===== src/amx_pkg.sv =====
// shared constants and types of the analog multiplexer register bank
package amx_pkg;

   // channel counts
   localparam int AMX_NUM_CH = 32;
   localparam int AMX_MAP_CH = 48;
   localparam int AMX_CH_W = 6;
   localparam int AMX_SEL_W = 5;

   // converter word
   localparam int AMX_CONV_W = 14;
   localparam logic [13:0] AMX_FULL_SCALE = 14'h1fff;

   // bus geometry: byte address = ((page-1)*32 + (row-1)*2 + (word-1))*4
   localparam int AMX_ADR_W = 11;
   localparam int AMX_WORD_BIT = 2;
   localparam int AMX_ROW_LSB = 3;
   localparam int AMX_ROW_MSB = 6;
   localparam int AMX_PAGE_LSB = 7;
   localparam int AMX_PAGE_MSB = 10;

   // page indices, counted from zero
   localparam logic [3:0] AMX_PAGE_DATA_LO = 4'h0;
   localparam logic [3:0] AMX_PAGE_DATA_HI = 4'h2;
   localparam logic [3:0] AMX_PAGE_ZERO_LO = 4'h8;
   localparam logic [3:0] AMX_PAGE_ZERO_HI = 4'ha;
   localparam logic [3:0] AMX_PAGE_GAIN_LO = 4'hc;
   localparam logic [3:0] AMX_PAGE_GAIN_HI = 4'he;
   localparam logic [3:0] AMX_PAGE_CARD = 4'hf;

   // rows of the card page, counted from zero
   localparam logic [3:0] AMX_ROW_CONFIG = 4'h8;
   localparam logic [3:0] AMX_ROW_STATUS = 4'ha;
   localparam logic [3:0] AMX_ROW_IDENT = 4'hc;

   // register values
   localparam logic [15:0] AMX_STATUS_VALUE = 16'h0000;
   localparam logic [15:0] AMX_CONFIG_DEFAULT = 16'h0018;
   localparam logic [15:0] AMX_IDENT_DEFAULT = 16'h00a5;

   // gain codes
   typedef enum logic [2:0] {
      AMX_GAIN_X1 = 3'h0,
      AMX_GAIN_X2 = 3'h1,
      AMX_GAIN_X4 = 3'h2,
      AMX_GAIN_X8 = 3'h3,
      AMX_GAIN_AUTO = 3'h4
   } amx_gain_e;

   typedef enum logic [2:0] {
      AMX_ST_IDLE = 3'b001,
      AMX_ST_CONV = 3'b010,
      AMX_ST_ACK = 3'b100
   } amx_state_e;

   // request to the converter card
   typedef struct packed {
      logic req;
      logic zero;
      logic [AMX_SEL_W-1:0] chan;
      logic [2:0] gain;
   } amx_conv_req_s;

   // answer from the converter card
   typedef struct packed {
      logic done;
      logic overrange;
      logic [AMX_CONV_W-1:0] data;
   } amx_conv_rsp_s;

   // whole state of the bank
   typedef struct packed {
      amx_state_e st;
      logic ack;
      logic [31:0] dat;
      logic [AMX_NUM_CH-1:0][2:0] gain;
      logic [2:0] sync;
      logic open;
      amx_conv_req_s conv;
      logic full;
   } amx_state_s;

endpackage : amx_pkg

===== src/amx_bank.sv =====
// register bank of the 32-channel high level input multiplexer card
//
// The Wishbone slave port and the register addresses are this design's own decisions.
`timescale 1ns/1ps
module amx_bank
   import amx_pkg::*;
#(
   parameter logic [15:0] CONFIG_VALUE = AMX_CONFIG_DEFAULT,
   // identity value is arbitrary
   parameter logic [15:0] IDENT_VALUE = AMX_IDENT_DEFAULT
)
(
   input wire logic clk_i,
   input wire logic rst_i,
   input wire logic cyc_i,
   input wire logic stb_i,
   input wire logic we_i,
   input wire logic [AMX_ADR_W-1:0] adr_i,
   input wire logic [3:0] sel_i,
   input wire logic [31:0] dat_i,
   output logic [31:0] dat_o,
   output logic ack_o,
   output amx_conv_req_s conv_o,
   input wire amx_conv_rsp_s conv_i,
   input wire logic open_detect_i,
   output logic [AMX_SEL_W-1:0] mux_chan_o,
   output logic mux_en_o,
   output logic full_scale_o
);

   amx_state_s s_reg;
   amx_state_s s_next;

   logic req_live;
   logic word2;
   logic [3:0] row;
   logic [3:0] page;
   logic [AMX_CH_W-1:0] ch;
   logic ch_fitted;
   logic [AMX_SEL_W-1:0] ch_sel;
   logic [2:0] ch_gain;
   logic in_data;
   logic in_zero;
   logic in_gain;
   logic [15:0] rd_word;
   logic in_card;
   logic [15:0] card_word;
   logic open_next;
   logic conv_start;
   amx_conv_req_s conv_load;
   logic gain_wr_ok;
   logic [AMX_NUM_CH-1:0] gain_wr;
   logic [AMX_NUM_CH-1:0][2:0] gain_new;
   logic force_full;
   logic [AMX_CONV_W-1:0] conv_word;
   genvar gi;

   assign req_live = cyc_i && stb_i && !s_reg.ack;
   assign word2 = adr_i[AMX_WORD_BIT];
   assign row = adr_i[AMX_ROW_MSB:AMX_ROW_LSB];
   assign page = adr_i[AMX_PAGE_MSB:AMX_PAGE_LSB];

   // three channel pages per group, 16 rows each; the last page holds the card words
   always_comb
   begin
      in_data = 1'b0;
      in_zero = 1'b0;
      in_gain = 1'b0;
      in_card = 1'b0;
      unique case (page) inside
         [AMX_PAGE_DATA_LO:AMX_PAGE_DATA_HI]:
         begin
            in_data = 1'b1;
         end
         [AMX_PAGE_ZERO_LO:AMX_PAGE_ZERO_HI]:
         begin
            in_zero = 1'b1;
         end
         [AMX_PAGE_GAIN_LO:AMX_PAGE_GAIN_HI]:
         begin
            in_gain = 1'b1;
         end
         AMX_PAGE_CARD:
         begin
            in_card = 1'b1;
         end
         default:
         begin
            // reserved pages decode to nothing and read zero
            in_card = 1'b0;
         end
      endcase
   end

   // channel index 0..47 from the low page bits and the row
   always_comb
   begin
      ch = '0;
      if (in_data || in_zero || in_gain)
      begin
         // pages of one group differ only in their low two bits
         ch = {page[1:0], row};
      end
   end

   assign ch_fitted = (ch < AMX_CH_W'(AMX_NUM_CH));
   assign ch_sel = ch[AMX_SEL_W-1:0];
   assign ch_gain = s_reg.gain[ch_sel];

   // a gain code read back in the low bits of a word
   function automatic logic [15:0] amx_gain_word(input logic [2:0] code);
      amx_gain_word = {13'h0000, code};
   endfunction : amx_gain_word

   // card page: configuration, status and identity words
   always_comb
   begin
      card_word = 16'h0000;
      if (in_card && !word2)
      begin
         unique case (row)
            AMX_ROW_CONFIG: card_word = CONFIG_VALUE;
            AMX_ROW_STATUS: card_word = AMX_STATUS_VALUE;
            AMX_ROW_IDENT: card_word = IDENT_VALUE;
            default: card_word = 16'h0000;
         endcase
      end
   end

   // immediate read answers; unfitted channels and holes read zero
   always_comb
   begin
      rd_word = 16'h0000;
      if (in_data || in_zero)
      begin
         if (word2 && ch_fitted)
         begin
            rd_word = amx_gain_word(ch_gain);
         end
      end
      else if (in_gain)
      begin
         if (!word2 && ch_fitted)
         begin
            rd_word = amx_gain_word(ch_gain);
         end
      end
      else if (in_card)
      begin
         rd_word = card_word;
      end
   end

   // open sense: three flops, a change is taken once the last two agree
   always_comb
   begin
      open_next = s_reg.open;
      if (s_reg.sync[1] == s_reg.sync[2])
      begin
         open_next = s_reg.sync[2];
      end
   end

   // a read of a fitted channel's first word starts a conversion;
   // the request then stands until done, so one reading is outstanding
   always_comb
   begin
      conv_start = 1'b0;
      conv_load = s_reg.conv;
      if (req_live && !we_i && (in_data || in_zero) && !word2 && ch_fitted)
      begin
         conv_start = 1'b1;
         conv_load.req = 1'b1;
         conv_load.zero = in_zero;
         conv_load.chan = ch_sel;
         conv_load.gain = ch_gain;
      end
   end

   // a gain write needs the low byte lane and a legal code
   always_comb
   begin
      gain_wr_ok = 1'b0;
      if (req_live && we_i && (s_reg.st == AMX_ST_IDLE))
      begin
         if (in_gain && !word2 && ch_fitted && sel_i[0])
         begin
            gain_wr_ok = (dat_i[2:0] <= AMX_GAIN_AUTO);
         end
      end
   end

   // one gain register per fitted channel; refused writes keep the old code
   generate
      for (gi = 0; gi < AMX_NUM_CH; gi++)
      begin : g_gain
         assign gain_wr[gi] = gain_wr_ok && (ch_sel == AMX_SEL_W'(gi));
         assign gain_new[gi] = gain_wr[gi] ? dat_i[2:0] : s_reg.gain[gi];
      end
   endgenerate

   // open input or overrange both end in the same full-scale reading;
   // a zero-reference conversion ignores the open sense
   always_comb
   begin
      force_full = 1'b0;
      if (s_reg.open && !s_reg.conv.zero)
      begin
         force_full = 1'b1;
      end
      if (conv_i.overrange)
      begin
         force_full = 1'b1;
      end
      conv_word = conv_i.data;
      if (force_full)
      begin
         conv_word = AMX_FULL_SCALE;
      end
   end

   always_comb
   begin
      s_next = s_reg;
      s_next.ack = 1'b0;
      s_next.gain = gain_new;
      s_next.sync = {s_reg.sync[1:0], open_detect_i};
      s_next.open = open_next;
      unique case (s_reg.st)
         AMX_ST_IDLE:
         begin
            if (req_live)
            begin
               s_next.dat = {16'h0000, rd_word};
               s_next.st = AMX_ST_ACK;
               s_next.ack = 1'b1;
               if (we_i)
               begin
                  // writes answer zero; a gain write lands through gain_new
                  s_next.dat = 32'h0000_0000;
               end
               else if (conv_start)
               begin
                  // hold the answer until the converter is done
                  s_next.st = AMX_ST_CONV;
                  s_next.ack = 1'b0;
                  s_next.conv = conv_load;
               end
            end
         end
         AMX_ST_CONV:
         begin
            // gain stage driven positive while the input is open
            s_next.full = s_reg.open && !s_reg.conv.zero;
            if (conv_i.done)
            begin
               s_next.conv.req = 1'b0;
               s_next.full = 1'b0;
               s_next.st = AMX_ST_ACK;
               s_next.ack = 1'b1;
               s_next.dat = {18'h0_0000, conv_word};
            end
         end
         AMX_ST_ACK:
         begin
            s_next.st = AMX_ST_IDLE;
         end
         default:
         begin
            s_next.st = AMX_ST_IDLE;
            s_next.conv.req = 1'b0;
            s_next.full = 1'b0;
         end
      endcase
   end

   always_ff @(posedge clk_i)
   begin
      if (rst_i)
      begin
         s_reg <= '0;
         s_reg.st <= AMX_ST_IDLE;
      end
      else
      begin
         s_reg <= s_next;
      end
   end

   // every port comes straight from a flop, so no decode glitch reaches the pins
   always_comb
   begin
      ack_o = s_reg.ack;
      dat_o = s_reg.dat;
      conv_o = s_reg.conv;
      mux_chan_o = s_reg.conv.chan;
      mux_en_o = s_reg.conv.req;
      full_scale_o = s_reg.full;
   end

endmodule : amx_bank


===== config.mk =====
export PLATFORM = sky130hd
export DESIGN_NAME = amx_bank
export DESIGN_NICKNAME = d
export VERILOG_FILES = /design/src/amx_pkg.sv /design/src/amx_bank.sv
export SDC_FILE = /design/constraint.sdc
export NUM_CORES = 1
export LEC_CHECK = 0
export ABC_CLOCK_PERIOD_IN_PS = 4530
export BUFFER_PORTS_ARGS = -buffer_cell sky130_fd_sc_hd__buf_2
export CAP_MARGIN = 20
export CORE_UTILIZATION = 45
export DETAILED_ROUTE_END_ITERATION = 8
export GPL_ROUTABILITY_DRIVEN = 1
export PLACE_DENSITY = 0.67
export RECOVER_POWER = 100
export SLEW_MARGIN = 5
export SYNTH_ARGS = -nofsm -noshare
export SYNTH_HDL_FRONTEND = slang
export SYNTH_SLANG_ARGS = --single-unit

===== constraint.sdc =====
create_clock -name clk_i -period 4.53 [get_ports clk_i]
set_clock_uncertainty 0.05 [all_clocks]
set_input_delay 0.2265 -clock clk_i [delete_from_list [all_inputs] [get_ports clk_i]]
set_output_delay 0.2265 -clock clk_i [all_outputs]
set_load 0.02 [all_outputs]

==> impl_results.md <==
- Crit path arrival time: 3.73 ns
- CP delay by family, top: simple AND/OR/NAND/NOR gates
- Die Area: 14,690 um^2
- CTS tree: built
- Mux share of post-synthesis cell area: 0.1503
- Top cells by count, synth: dfxtp_1 (129), nor2_1 (103), mux2i_1 (87)
- Total gr overflow: 0
- Initial Util: 0.4607
- Met1 Usage GRT: 0.2905
- Die Span X: 121.2 um
- Vias in the first global route: 5,108
- Reg area: 2582 um^2
- Post-CTS setup buffers: 0
- Worst hold path class: in -> reg
- # hold bufs at CTS: 1
- Clk pin slew, worst setup/hold paths: 0.06 ns
- Initial DRT Pass Iterations: 5
- Setup ws final: 1.064 ns
- Compound-Gate Fraction of Synth Area: 0.1276
- DRC viols: 0
- FF+latch count, synth: 129
- Final hold violations: 0
- Post-Synth Adder-Cell Area: 0
- Area grow syn2layout: 8.257%
- H-tree level count: 4
- # setup viols final: 0
- CTS buffer count: 17
- Final std cells w/o fill: 931
- Slew Viols, Final: 65
- Buf+Inv Stages, Crit Path: 1
- Synthesized area per cell: 8.665 um^2
- PwrDens: 386.9 nW/um^2
- Tmin final: 3.466 ns
- Failing checks: max-capacitance violations, max-slew violations
- CP Cell Sequence: clkbuf_1 > or2_0 > nand3_1 > a221o_1 > nor4_1 > a211oi_1 > nor3_1
- Max-capacitance violation count: 2
- Antenna violations before repair: 0
- Core area: 13,880 um^2
- M2 GR Usage: 0.3821
- CP startpoint kind: primary input
- Fmax: 288.5 MHz
- Vias: 5,416
- Yosys top cell by area: dfxtp_1
- Top FF cell, synth: dfxtp_1
- CTS sink cnt: 129
- 1st-iter DRT viols: 502
- Total Wirelength: 16,730 um
- Crit path largest cell delay: 1.05 ns
- Fillcell total: 1,325
- Placed insts: 901
- Placer congestion estimate: 0.9065
- Routed len/inst: 17.97 um
- Synth async-reset ratio: 0
- Peak supply drop: 0.2675 mV
- RSZ-0062 raised after global routing: false
- Insertion delay to the later sink of the worst-skew pair: 0.43 ns
- NumNets Final: 810
- Largest family of logic cells by synthesized area: simple AND/OR/NAND/NOR gates
- Synth warn: 0
- GRT Total Usage: 0.2339
- Crit path max fanout: 26
- Hold slack: 0.03170 ns
- Synth Area in XOR/XNOR: 0.001370
- Synth cell types: 64
- Slew headroom: -0.8450
- Setup CP Type: in -> reg
- Max FFs per register: 101
- Met3 GRT Util: 0.04746
- Diodes inserted: 0
- Post-Syn Instances: 738
- Crit-path slowest cell: clkbuf_1
- Critical Path RT: 4.80 ns
- LEAKAGE: 2.998 nW
- Clock buffer depth: 2
- Most common cell in the netlist: dfxtp_1
- Layout cells sized above 1: 0.1052
- Fin Setup TNS: 0 ns
- Outcome: complete, but fails checks
- Seq/Total Area, Yosys: 0.4038
- Dpl ws: 1.382 ns
- Largest net degree at the start of global routing: 65
- CTS Root Cell: clkbuf_16
- Yosys top cell area share: 0.4038
- Hpwl dp: 11,110 um
- Die height: 121.2 um
- DR vias/cell: 5.817
- Period Utilization, post-route: 0.7651
- IO Count: 119
- Simple-gate share of the synthesized area: 0.2197
- Footprint of the multi-input gates: 3219 um^2
- Post-DRT Antenna Nets: 0
- Area contributors post-synth: dfxtp_1 (40%), mux2i_1 (14%), buf_4 (6.1%), nor2_1 (6.0%), a21oi_1 (3.6%)
- Syn Std Cell Area: 6395 um^2
- Most crowded layer after global routing: met2
- PostCTS Resize Cnt: 0
- Setup crit end kind: register
- First-pass GRT wire length: 26,260 um
- I/O Buffers: 66
- Least-Margin Pin Slew: 2.768 ns
- Post-synth EDFFs: 0
- Rows: 43
[cell families after synthesis]
family | count (synthesis)
simple gates | 283
other cells | 1
xor+xnor | 1
buf+inv | 107
mux | 92
compound gates | 125
flops | 129
[path summary, 6_finish.rpt]
| check | slack (ns) | cells past startpoint | startpoint | to |
|---|---|---|---|---|
| hold reg to reg | 0.40 | 2 | s_reg[72] | s_reg[72] |
| hold / removal | 0.03 | 3 | conv_i[13] | dat_o[13] |
| setup reg to reg | 1.41 | 6 | s_reg[144] | s_reg[85] |
| setup / recovery | 1.06 | 7 | adr_i[3] | conv_o[0] |
[metrics by stage]
step           utilization  total power, mW  instance area (um^2)
2_1_floorplan            -            1.336                  6459
3_3_place_gp        0.4637            1.378                  6436
3_5_place_dp        0.4637            1.381                  6436
4_1_cts             0.5048            2.687                  7007
5_1_grt             0.4987            2.758                  6923
6_report            0.4987            2.679                  6923
[power breakdown]
part / internal [mW] / switching (mW)
registers: 1.14 / 0.00387
clock network: 0.840 / 0.480
logic: 0.0560 / 0.158
[cell usage in the layout, fill, tap and decap left out, drive strengths merged, types with 8 or more instances in the layout]
cell type  instances
nand2             58
mux2i             87
o21ai             19
dfxtp            129
o22ai              9
a31oi             10
nand3             50
nor2b              8
a21oi             46
nor3              25
conb              18
nor4               8
nor2             104
buf               35
clkbuf            57
[layout make-up]
cell class / instances / share of cell area
Clock buffer: 23 / 0.06904
Inverter: 4 / 0.002169
Clock inverter: 6 / 0.01193
Tap cell: 180 / 0.03253
Multi-Input combinational cell: 519 / 0.4650
Timing Repair Buffer: 70 / 0.04627
Sequential cell: 129 / 0.3730
[worst min-delay path, cell delays in order]
cell	delay [ns]
buf_2	0.08
a32oi_1	0.08
nor2_1	0.08
[layer usage]
layer	wire length [um]	vias up
met1	7269	2600
li1	-	2548
met4	504	0
met3	1147	39
met5	0	-
met2	7805	229
(Power assumes the default switching activity.)
